==> src/shared/mdp_pkg.sv <==
package mdp_pkg;

   // Register addresses
   localparam logic [11:0] ADDR_PAGE          = 12'h008;
   localparam logic [11:0] ADDR_INTERP        = 12'h111;
   localparam logic [11:0] ADDR_NCO_MODE      = 12'h112;
   localparam logic [11:0] ADDR_LONG_LIM_LO   = 12'h583;
   localparam logic [11:0] ADDR_LONG_LIM_HI   = 12'h584;
   localparam logic [11:0] ADDR_LONG_WIN      = 12'h585;
   localparam logic [11:0] ADDR_LONG_RD_LO    = 12'h586;
   localparam logic [11:0] ADDR_LONG_RD_HI    = 12'h587;
   localparam logic [11:0] ADDR_SHORT_LIM_LO  = 12'h588;
   localparam logic [11:0] ADDR_SHORT_LIM_HI  = 12'h589;
   localparam logic [11:0] ADDR_SHORT_WIN     = 12'h58a;
   localparam logic [11:0] ADDR_SHORT_RD_LO   = 12'h58b;
   localparam logic [11:0] ADDR_SHORT_RD_HI   = 12'h58c;
   localparam logic [11:0] ADDR_PROT_CTRL     = 12'h590;
   localparam logic [11:0] ADDR_FLAGS         = 12'h591;
   localparam logic [11:0] ADDR_IRQ_ROUTE     = 12'h592;

   // Field positions
   localparam int PAGE_A_BIT     = 6;
   localparam int PAGE_B_BIT     = 7;
   localparam int NCO_EN_BIT     = 3;
   localparam int NCO_MOD_BIT    = 2;
   localparam int CTRL_SW_TRIP   = 0;
   localparam int CTRL_TX_EN     = 1;
   localparam int CTRL_INSTANT   = 2;
   localparam int CTRL_PWR_RAMP  = 3;
   localparam int FLAG_POWER     = 0;
   localparam int FLAG_LINK      = 1;
   localparam int FLAG_SOFT      = 2;
   localparam int FLAG_BLANK     = 3;

   // Reset values
   localparam logic [7:0]  PAGE_RESET   = 8'hc0;
   localparam logic [12:0] LIMIT_RESET  = 13'h1fff;
   localparam logic [7:0]  CTRL_RESET   = 8'h08;

   // Sizes and timing
   localparam int          POWER_W          = 13;
   localparam int          TOP_BITS         = 6;
   localparam logic [4:0]  LONG_WIN_BASE    = 5'h09;
   localparam logic [4:0]  SHORT_WIN_BASE   = 5'h00;
   localparam int          PIPE_DEPTH       = 4;
   localparam logic [8:0]  GAIN_MAX         = 9'h100;
   localparam int          SUM_NODE_MAX_MSPS = 1575;
   localparam int          STOPBAND_DB      = 85;

   // Common main interpolation setting
   typedef enum logic [2:0] {
      INTERP_1X  = 3'b000,
      INTERP_2X  = 3'b001,
      INTERP_4X  = 3'b010,
      INTERP_6X  = 3'b011,
      INTERP_8X  = 3'b100,
      INTERP_12X = 3'b101
   } mdp_interp_type;

   // Main oscillator mode, {enable, dual modulus}
   typedef enum logic [1:0] {
      NCO_NONE = 2'b00,
      NCO_INT  = 2'b10,
      NCO_DUAL = 2'b11
   } mdp_nco_type;

   // Complex sample
   typedef struct packed {
      logic signed [15:0] i;
      logic signed [15:0] q;
   } mdp_iq_type;

   // Register request
   typedef struct packed {
      logic [11:0] addr;
      logic [7:0]  wdata;
      logic        wr;
      logic        rd;
   } mdp_reg_req_type;

   // Repeat count of the hold stage for each factor
   function automatic logic [3:0] interp_factor(input logic [2:0] code);
      case (code)
         3'b001:  interp_factor = 4'h2;
         3'b010:  interp_factor = 4'h4;
         3'b011:  interp_factor = 4'h6;
         3'b100:  interp_factor = 4'h8;
         3'b101:  interp_factor = 4'hc;
         default: interp_factor = 4'h1;
      endcase
   endfunction

endpackage

==> src/rtl/mdp_power_avg.sv <==
`timescale 1ns/1ps
module mdp_power_avg (
   // Clock and reset
   input  wire logic                 clk_sys,
   input  wire logic                 rst,
   // Samples
   input  wire logic                 sample_valid,
   input  wire mdp_pkg::mdp_iq_type  sample,
   // Settings
   input  wire logic [3:0]           win_exp,
   input  wire logic [4:0]           win_base,
   input  wire logic [12:0]          limit,
   // Results
   output logic [12:0]               avg_power,
   output logic                      trip
);

   logic signed [5:0]  top_i;
   logic signed [5:0]  top_q;
   logic [11:0]        sq_i;
   logic [11:0]        sq_q;
   logic [12:0]        sample_pwr;
   logic [4:0]         shift;
   logic [23:0]        win_last;
   logic               win_done;
   logic [36:0]        acc_sum;
   logic [23:0]        cnt_q;
   logic [36:0]        acc_q;
   logic [12:0]        avg_q;
   logic               trip_q;

   // Power of one sample from its top bits
   assign top_i      = sample.i[15:16-mdp_pkg::TOP_BITS];
   assign top_q      = sample.q[15:16-mdp_pkg::TOP_BITS];
   assign sq_i       = 12'(top_i * top_i);
   assign sq_q       = 12'(top_q * top_q);
   assign sample_pwr = {1'b0, sq_i} + {1'b0, sq_q};

   // Window length is two to the exponent plus base
   assign shift    = 5'(win_exp + win_base);
   assign win_last = 24'((25'h1 << shift) - 25'h1);
   assign win_done = sample_valid && (cnt_q >= win_last);
   assign acc_sum  = acc_q + 37'(sample_pwr);

   // Accumulate one window per sample, compare at each average
   always_ff @(posedge clk_sys) begin
      if (rst) begin
         cnt_q  <= 24'h000000;
         acc_q  <= 37'h0;
         avg_q  <= 13'h0000;
         trip_q <= 1'b0;
      end else if (win_done) begin
         cnt_q  <= 24'h000000;
         acc_q  <= 37'h0;
         avg_q  <= 13'(acc_sum >> shift);
         trip_q <= 13'(acc_sum >> shift) > limit;
      end else if (sample_valid) begin
         cnt_q  <= cnt_q + 24'h000001;
         acc_q  <= acc_sum;
      end
   end

   assign avg_power = avg_q;
   assign trip      = trip_q;

endmodule

==> src/rtl/mdp_main_datapath.sv <==
`timescale 1ns/1ps
module mdp_main_datapath (
   // Clock and reset
   input  wire logic                          clk_sys,
   input  wire logic                          rst,
   // Register port
   input  wire mdp_pkg::mdp_reg_req_type      reg_req,
   output logic [7:0]                         reg_rdata,
   output logic                               reg_rvalid,
   // Sample inputs
   input  wire mdp_pkg::mdp_iq_type [1:0][2:0] chan_in,
   input  wire mdp_pkg::mdp_iq_type [1:0]     link_in,
   input  wire logic                          chan_bypass,
   output logic                               sample_take,
   // Protection sources
   input  wire logic [1:0]                    link_error,
   input  wire logic                          transmit_enable_a,
   input  wire logic                          transmit_enable_b,
   // Converter outputs
   output mdp_pkg::mdp_iq_type [1:0]          dac_out,
   output logic [1:0][1:0]                    nco_mode,
   // Status outputs
   output logic [1:0]                         power_guard_trip,
   output logic [1:0]                         blanking_trip,
   output logic                               interrupt_out_a,
   output logic                               interrupt_out_b
);

   // Shared state
   logic [7:0]              page_q;
   logic [2:0]              interp_q;
   logic [3:0]              rep_cnt_q;
   logic [3:0]              rep_last;
   logic                    bypass_all;
   logic                    take;
   logic [1:0]              tx_pin_s1_q;
   logic [1:0]              tx_pin_s2_q;
   logic [1:0]              tx_pin;
   logic [1:0]              page_wr;
   logic                    rd_sel;
   logic [7:0]              rdata_d;
   logic [7:0]              rdata_q;
   logic                    rvalid_q;

   // Per path state
   logic [1:0][1:0]         nco_q;
   logic [1:0][12:0]        long_lim_q;
   logic [1:0][12:0]        short_lim_q;
   logic [1:0][3:0]         long_exp_q;
   logic [1:0][1:0]         short_exp_q;
   logic [1:0][7:0]         ctrl_q;
   logic [1:0][3:0]         flags_q;
   logic [1:0][7:0]         route_q;
   logic [1:0][12:0]        long_avg;
   logic [1:0][12:0]        short_avg;
   logic [1:0]              long_trip;
   logic [1:0]              short_trip;
   logic [1:0]              tx_en;
   logic [1:0]              tx_en_q;
   logic [1:0]              flush;
   logic [1:0]              any_trip;
   logic [1:0][3:0]         flag_set;
   logic [1:0][3:0]         flag_clr;
   logic [1:0][3:0]         irq_a_src;
   logic [1:0][3:0]         irq_b_src;
   logic [1:0]              gain_on;
   logic [1:0][8:0]         gain_q;
   mdp_pkg::mdp_iq_type [1:0] node_in;
   mdp_pkg::mdp_iq_type [1:0] hold_q;
   mdp_pkg::mdp_iq_type [1:0][mdp_pkg::PIPE_DEPTH-1:0] pipe_q;
   mdp_pkg::mdp_iq_type [1:0] out_q;

   // Scale one sample component by the ramp gain
   function automatic logic signed [15:0] scale(input logic signed [15:0] v,
                                                input logic [8:0] g);
      logic signed [25:0] prod;
      prod  = v * $signed({1'b0, g});
      scale = prod[23:8];
   endfunction

   // Sum three channel samples, wrapping at sixteen bits
   function automatic mdp_pkg::mdp_iq_type sum3(input mdp_pkg::mdp_iq_type a,
                                               input mdp_pkg::mdp_iq_type b,
                                               input mdp_pkg::mdp_iq_type c);
      sum3.i = 16'(a.i + b.i + c.i);
      sum3.q = 16'(a.q + b.q + c.q);
   endfunction

   // Pin transmit enables pass two flip-flops
   always_ff @(posedge clk_sys) begin
      if (rst) begin
         tx_pin_s1_q <= 2'b00;
         tx_pin_s2_q <= 2'b00;
      end else begin
         tx_pin_s1_q <= {transmit_enable_b, transmit_enable_a};
         tx_pin_s2_q <= tx_pin_s1_q;
      end
   end
   assign tx_pin = tx_pin_s2_q;

   // Paged write decode
   assign page_wr[0] = reg_req.wr && page_q[mdp_pkg::PAGE_A_BIT];
   assign page_wr[1] = reg_req.wr && page_q[mdp_pkg::PAGE_B_BIT];
   assign rd_sel     = !page_q[mdp_pkg::PAGE_A_BIT];

   // Shared registers
   always_ff @(posedge clk_sys) begin
      if (rst) begin
         page_q   <= mdp_pkg::PAGE_RESET;
         interp_q <= mdp_pkg::INTERP_1X;
      end else if (reg_req.wr) begin
         if (reg_req.addr == mdp_pkg::ADDR_PAGE) begin
            page_q <= reg_req.wdata;
         end
         if (reg_req.addr == mdp_pkg::ADDR_INTERP) begin
            interp_q <= reg_req.wdata[2:0];
         end
      end
   end

   // Interpolation pacing: one input sample per factor cycles
   assign rep_last   = mdp_pkg::interp_factor(interp_q) - 4'h1;
   assign bypass_all = (interp_q == mdp_pkg::INTERP_1X);
   assign take       = (rep_cnt_q >= rep_last);
   assign sample_take = take;

   always_ff @(posedge clk_sys) begin
      if (rst) begin
         rep_cnt_q <= 4'h0;
      end else if (take) begin
         rep_cnt_q <= 4'h0;
      end else begin
         rep_cnt_q <= rep_cnt_q + 4'h1;
      end
   end

   // Readback multiplexer for the paged path
   always_comb begin
      rdata_d = 8'h00;
      case (reg_req.addr)
         mdp_pkg::ADDR_PAGE:         rdata_d = page_q;
         mdp_pkg::ADDR_INTERP:       rdata_d = {5'h00, interp_q};
         mdp_pkg::ADDR_NCO_MODE:     rdata_d = {4'h0, nco_q[rd_sel], 2'b00};
         mdp_pkg::ADDR_LONG_LIM_LO:  rdata_d = long_lim_q[rd_sel][7:0];
         mdp_pkg::ADDR_LONG_LIM_HI:  rdata_d = {3'b000, long_lim_q[rd_sel][12:8]};
         mdp_pkg::ADDR_LONG_WIN:     rdata_d = {4'h0, long_exp_q[rd_sel]};
         mdp_pkg::ADDR_LONG_RD_LO:   rdata_d = long_avg[rd_sel][7:0];
         mdp_pkg::ADDR_LONG_RD_HI:   rdata_d = {3'b000, long_avg[rd_sel][12:8]};
         mdp_pkg::ADDR_SHORT_LIM_LO: rdata_d = short_lim_q[rd_sel][7:0];
         mdp_pkg::ADDR_SHORT_LIM_HI: rdata_d = {3'b000, short_lim_q[rd_sel][12:8]};
         mdp_pkg::ADDR_SHORT_WIN:    rdata_d = {6'h00, short_exp_q[rd_sel]};
         mdp_pkg::ADDR_SHORT_RD_LO:  rdata_d = short_avg[rd_sel][7:0];
         mdp_pkg::ADDR_SHORT_RD_HI:  rdata_d = {3'b000, short_avg[rd_sel][12:8]};
         mdp_pkg::ADDR_PROT_CTRL:    rdata_d = ctrl_q[rd_sel];
         mdp_pkg::ADDR_FLAGS:        rdata_d = {4'h0, flags_q[rd_sel]};
         mdp_pkg::ADDR_IRQ_ROUTE:    rdata_d = route_q[rd_sel];
         default:                    rdata_d = 8'h00;
      endcase
   end

   // Registered read answer
   always_ff @(posedge clk_sys) begin
      if (rst) begin
         rdata_q  <= 8'h00;
         rvalid_q <= 1'b0;
      end else begin
         rdata_q  <= reg_req.rd ? rdata_d : rdata_q;
         rvalid_q <= reg_req.rd;
      end
   end
   assign reg_rdata  = rdata_q;
   assign reg_rvalid = rvalid_q;

   // One main path per converter
   for (genvar p = 0; p < 2; p++) begin : g_path

      // Per path register writes
      always_ff @(posedge clk_sys) begin
         if (rst) begin
            nco_q[p]       <= mdp_pkg::NCO_NONE;
            long_lim_q[p]  <= mdp_pkg::LIMIT_RESET;
            short_lim_q[p] <= mdp_pkg::LIMIT_RESET;
            long_exp_q[p]  <= 4'h0;
            short_exp_q[p] <= 2'b00;
            ctrl_q[p]      <= mdp_pkg::CTRL_RESET;
            route_q[p]     <= 8'h00;
         end else if (page_wr[p]) begin
            unique case (reg_req.addr)
               mdp_pkg::ADDR_NCO_MODE: nco_q[p] <=
                  {reg_req.wdata[mdp_pkg::NCO_EN_BIT], reg_req.wdata[mdp_pkg::NCO_MOD_BIT]};
               mdp_pkg::ADDR_LONG_LIM_LO:  long_lim_q[p][7:0]   <= reg_req.wdata;
               mdp_pkg::ADDR_LONG_LIM_HI:  long_lim_q[p][12:8]  <= reg_req.wdata[4:0];
               mdp_pkg::ADDR_LONG_WIN:     long_exp_q[p]        <= reg_req.wdata[3:0];
               mdp_pkg::ADDR_SHORT_LIM_LO: short_lim_q[p][7:0]  <= reg_req.wdata;
               mdp_pkg::ADDR_SHORT_LIM_HI: short_lim_q[p][12:8] <= reg_req.wdata[4:0];
               mdp_pkg::ADDR_SHORT_WIN:    short_exp_q[p]       <= reg_req.wdata[1:0];
               mdp_pkg::ADDR_PROT_CTRL:    ctrl_q[p]            <= reg_req.wdata;
               mdp_pkg::ADDR_IRQ_ROUTE:    route_q[p]           <= reg_req.wdata;
               default: ;
            endcase
         end
      end

      // Oscillator mode decode; 01 reads as no modulation
      assign nco_mode[p] = (nco_q[p] == mdp_pkg::NCO_INT || nco_q[p] == mdp_pkg::NCO_DUAL)
                           ? nco_q[p] : mdp_pkg::NCO_NONE;

      // Summing node or direct link samples
      assign node_in[p] = chan_bypass ? link_in[p]
                        : sum3(chan_in[p][0], chan_in[p][1], chan_in[p][2]);

      // Short and long averages on the early sample
      mdp_power_avg u_short (
         .clk_sys      (clk_sys),
         .rst          (rst),
         .sample_valid (take),
         .sample       (node_in[p]),
         .win_exp      ({2'b00, short_exp_q[p]}),
         .win_base     (mdp_pkg::SHORT_WIN_BASE),
         .limit        (short_lim_q[p]),
         .avg_power    (short_avg[p]),
         .trip         (short_trip[p])
      );

      mdp_power_avg u_long (
         .clk_sys      (clk_sys),
         .rst          (rst),
         .sample_valid (take),
         .sample       (node_in[p]),
         .win_exp      (long_exp_q[p]),
         .win_base     (mdp_pkg::LONG_WIN_BASE),
         .limit        (long_lim_q[p]),
         .avg_power    (long_avg[p]),
         .trip         (long_trip[p])
      );

      assign power_guard_trip[p] = long_trip[p] || short_trip[p];

      // Transmit enable from pin or register, edge gives a flush
      assign tx_en[p] = tx_pin[p] || ctrl_q[p][mdp_pkg::CTRL_TX_EN];
      assign flush[p] = tx_en[p] && !tx_en_q[p];
      assign blanking_trip[p] = flush[p];

      // Link error, software trip or power guard trip with power ramp set removes the gain target
      assign any_trip[p] = (power_guard_trip[p] && ctrl_q[p][mdp_pkg::CTRL_PWR_RAMP])
                         || link_error[p]
                         || ctrl_q[p][mdp_pkg::CTRL_SW_TRIP];
      assign gain_on[p]  = tx_en[p] && !any_trip[p];

      // Sticky flags, set wins over write-one clear
      assign flag_set[p] = {flush[p], ctrl_q[p][mdp_pkg::CTRL_SW_TRIP],
                            link_error[p], power_guard_trip[p]};
      assign flag_clr[p] = (page_wr[p] && reg_req.addr == mdp_pkg::ADDR_FLAGS)
                           ? reg_req.wdata[3:0] : 4'h0;
      assign irq_a_src[p] = flags_q[p] & route_q[p][3:0];
      assign irq_b_src[p] = flags_q[p] & route_q[p][7:4];

      always_ff @(posedge clk_sys) begin
         if (rst) begin
            flags_q[p] <= 4'h0;
            tx_en_q[p] <= 1'b0;
         end else begin
            flags_q[p] <= (flags_q[p] & ~flag_clr[p]) | flag_set[p];
            tx_en_q[p] <= tx_en[p];
         end
      end

      // Ramp gain, stepped or switched
      always_ff @(posedge clk_sys) begin
         if (rst) begin
            gain_q[p] <= 9'h000;
         end else if (ctrl_q[p][mdp_pkg::CTRL_INSTANT]) begin
            gain_q[p] <= gain_on[p] ? mdp_pkg::GAIN_MAX : 9'h000;
         end else if (gain_on[p] && gain_q[p] < mdp_pkg::GAIN_MAX) begin
            gain_q[p] <= gain_q[p] + 9'h001;
         end else if (!gain_on[p] && gain_q[p] != 9'h000) begin
            gain_q[p] <= gain_q[p] - 9'h001;
         end
      end

      // Hold stage and delay line; detector leads by the pipe depth
      always_ff @(posedge clk_sys) begin
         if (rst || flush[p]) begin
            hold_q[p] <= '0;
            pipe_q[p] <= '0;
         end else begin
            if (take) begin
               hold_q[p] <= node_in[p];
            end
            pipe_q[p] <= {pipe_q[p][mdp_pkg::PIPE_DEPTH-2:0], hold_q[p]};
         end
      end

      // Output stage, fully bypassed at unity interpolation
      always_ff @(posedge clk_sys) begin
         if (rst) begin
            out_q[p] <= '0;
         end else if (bypass_all) begin
            out_q[p] <= node_in[p];
         end else begin
            out_q[p].i <= scale(pipe_q[p][mdp_pkg::PIPE_DEPTH-1].i, gain_q[p]);
            out_q[p].q <= scale(pipe_q[p][mdp_pkg::PIPE_DEPTH-1].q, gain_q[p]);
         end
      end
      assign dac_out[p] = out_q[p];
   end

   // Interrupt pins from routed flags of both paths
   assign interrupt_out_a = |{irq_a_src[0], irq_a_src[1]};
   assign interrupt_out_b = |{irq_b_src[0], irq_b_src[1]};

endmodule

==> config.mk <==
export PLATFORM = sky130hd
export DESIGN_NAME = mdp_main_datapath
export DESIGN_NICKNAME = d
export VERILOG_FILES = /design/src/shared/mdp_pkg.sv /design/src/rtl/mdp_power_avg.sv /design/src/rtl/mdp_main_datapath.sv
export SDC_FILE = /design/constraint.sdc
export NUM_CORES = 2
export LEC_CHECK = 0
export CORE_UTILIZATION = 50
export DETAILED_ROUTE_END_ITERATION = 8
export DONT_BUFFER_PORTS = 1
export PLACE_DENSITY = 0.67
export SLEW_MARGIN = 40
export SYNTH_ARGS = -nofsm -noshare
export SYNTH_HDL_FRONTEND = slang
export SYNTH_SLANG_ARGS = --single-unit
==> constraint.sdc <==
create_clock -name clk_sys -period 17.3 [get_ports clk_sys]
set_input_delay 3.46 -clock clk_sys [delete_from_list [all_inputs] [get_ports clk_sys]]
set_output_delay 3.46 -clock clk_sys [all_outputs]
set_load 0.1 [all_outputs]
==> metrics.yaml <==
cts:
  clockBufferDepth: 3
  cts_hold_repair.buffers: 0
  cts_resized: 0
  clk-insertion-delay-late_ps: 720
  cts_tree: "done"
  path_clk_slew_ps: 60
  postCtsSetupBuffers: 0
  cts.sinks: 798
  numCtsBuffers: 94
  htree_levels: 3
  cts_root_buffer: "clkbuf_16"
placement:
  postPlaceCellArea_um2: 68300
  hpwl_um: 144000
  dp_cells: 9183
  place.port_buffers: 0
  gp_congestion: 0.939
global_routing:
  antenna_found_initial: 7
  grt_max_degree: 198
  grt-ovfl-total: 0
  grt_pass1_vias: 52700
  grt.total_usage: 0.280
  grt_pass1_wl_um: 300000
synth:
  synth.area.mux_share: 0.0332
  yosys_most_used_dff: "dfxtp_1"
  synth_compound_area_frac: 0.126
  yosysWarnings: 0
  synth-edff-count: 0
  ys_seq_elements: 798
  ys_types: 100
  syn_area_um2: 66600
  synthAdderAreaFrac: 0.283
  seq_area_frac_synth: 0.240
  synth_cells: 7707
  synthXorXnorAreaFrac: 0.0535
  synth_top_family_by_area: "adder cells"
  synth-simple-area-share: 0.197
  synth_area_per_cell_um2: 8.65
  synthArstFlopShare: 0
setup_path:
  reg2reg_from: "gain_q[12]"
  critical-path-slowest-cell: "a21boi_0"
  reg2reg_to: "dac_out[63]"
  worstPathMaxFanout: 14
  reg2reg_slack_ps: 10300
  critPathKind: "in -> reg"
  worstPathArrival_ps: 15600
  critPathRequiredTime_ps: 17880
  cp_common_cell: "fa_1"
  critPathLaunchType: "input port"
  critPathCaptureType: "flop"
  slowest_delay_ps: 590
  ff2ff_path_depth: 18
drt:
  post-route-drc-count: 0
  routed.top_layer: "met5"
  wl_um: 190000
  wl_met3_um: 14500
  vias_per_cell: 5.71
  firstDrtPassIters: 6
  dr.first_iter.drc_count: 4099
  via_count: 53400
  antenna_left: 0
  wl_per_cell_um: 20.3
  wl_met2_um: 87100
  met1_length_um: 82600
finish:
  stdcell_count: 9361
  syn_to_final_growth_pct: 7.57
  fin_nets: 8956
  fillCellCount: 12100
  final_cell_area_um2: 71700
  drive_gt1_frac: 0.0609
job:
  drv_cap: 0
timing:
  relSlewSlack: 0.376
  hold_viol_final: 0
  tightestPinTransition_ps: 933
  tns_ps: 0
  setup_violations: 0
  finClkSkew_ps: 31.5
  period_share: 0.869
  rsz0062_at_grt: "no"
  fmax_mhz: 66.6
  finalCriticalPeriod_ps: 15030
  maxSlewViolCount: 0
floorplanning:
  rows: 133
  die_w_um: 367
  initial_core_util: 0.506
  die_h_um: 367
  dieArea_um2: 135000
  num_io_pins: 369
  coreArea_um2: 132000
min_path:
  whs_path_depth: 1
  hold_end: "pipe_q[44]"
  hold_class: "reg -> reg"
  worstHoldStart: "pipe_q[12]"
outcome:
  outcome: "completed"
## placed cells by master, fill, tap and decap left out, drive strengths merged, types with 33 or more instances in the layout
cell	Yosys	routed
inv	826	834
dfxtp	798	798
nor2	715	715
nand2	714	714
and2	668	668
fa	602	602
ha	545	545
a21oi	407	407
xnor2	264	264
o21ai	193	193
xor2	143	143
mux2i	141	141
clkbuf	305	129
nand3	121	121
nor3	114	114
a211oi	104	104
a21o	79	79
buf	49	65
o211ai	64	64
nand2b	60	60
nand4	60	60
a31oi	55	55
nor2b	53	53
and3	51	51
o21a	49	49
mux2	43	43
nor4	37	37
a22oi	35	35
o21bai	34	34
or3	33	33
## synthesized netlist by cell type, types with 22 or more instances
master    count  area, um^2
o21ai_0     181         906
o21bai_1     34         255
ha_1        545        6820
a222oi_1     22         220
nand2b_1     60         375
fa_1        602       12100
buf_1        31         116
o21a_1       49         368
xnor2_1     264        2310
nor3_1      113         566
nand2_1     713        2680
nor4_1       35         219
xor2_1      143        1250
dfxtp_1     798       16000
nand4_1      60         375
a21o_1       79         593
or3_1        33         206
mux2i_1     141        1410
mux2_2       43         484
inv_1       823        3090
and2_1      668        4180
a211oi_1     99         743
clkbuf_1    304        1140
a31oi_1      55         344
a21oi_1     407        2040
and3_1       51         319
o211ai_1     63         473
nor2b_1      53         332
a22oi_1      34         255
nand3_1     118         591
nor2_1      715        2680
## cells by family (layout without fill, tap and decap cells)
| kind of cell | Yosys count | count (layout) |
|---|---|---|
| and+or+nand+nor | 2697 | 2697 |
| AOI/OAI and AO/OA | 1274 | 1274 |
| buffers and inverters | 1184 | 1071 |
| adders and majority gates | 1147 | 1147 |
| DFF | 798 | 798 |
| xor gates and xnor gates | 407 | 407 |
| muxes | 198 | 198 |
| other | 2 | 14 |
## state kept, by name, summed over array words and instances (netlist names), 16 cells and up
name and cells:
g_path.u_long.avg_power 26, g_path.u_short.cnt_q 48, g_path.u_long.cnt_q 48, g_path.u_long.acc_q 74, dac_out 64, gain_q 18
g_path.u_short.avg_power 26, pipe_q 256, short_lim_q 26, g_path.u_short.acc_q 32, long_lim_q 26, ctrl_q 16
hold_q 64, route_q 16
## metal layers
layer | vias up | global-route usage
met3 | 309 | 0.0523
met4 | 8 | 0.0938
li1 | 25200 | -
met1 | 26100 | 0.378
met5 | - | 0
met2 | 1811 | 0.451
## how the worst max path moves through the flow
stage,startpoint,to,slack [ps]
finish,chan_in[17],g_path[0].u_long.trip,2270
global route,chan_in[113],g_path[1].u_long.trip,1440
CTS,chan_in[17],g_path[0].u_long.trip,2330
detailed placement,chan_in[17],g_path[0].u_long.trip,1600
global placement,chan_in[113],g_path[1].u_long.trip,2010
floorplan,chan_in[17],g_path[0].u_long.trip,3340
## cell type report
type,count,area [um^2],area share
antenna,2,5.00,0.0000698
clock buffer,129,2750,0.0383
clock inverter,47,611,0.00852
inverter,830,3120,0.0436
multi-input combinational,5735,46400,0.647
sequential,798,16100,0.224
tap,1755,2200,0.0306
timing repair buffer,65,527,0.00735
## through the flow
stage | util | worst slack, ps | hold WS (ps)
floorplan | - | 3340 | 406
global placement | 0.517 | 2010 | 407
detailed placement | 0.518 | 1600 | 410
CTS | 0.544 | 2330 | 415
global route | 0.544 | 1440 | 430
finish | 0.544 | 2270 | 417
## critical path, delay by kind of cell
| kind | cells | cell delay (ps) |
|---|---|---|
| adders and majority gates | 11 | 4380 |
| AOI/OAI and AO/OA | 22 | 4940 |
| xor gates and xnor gates | 2 | 260 |
| and+or+nand+nor | 13 | 2440 |
| buffers and inverters | 2 | 120 |
Power is left out: the tool's default activity adds up to more than one toggle a clock period on the data nets, which glitch-free logic cannot reach.
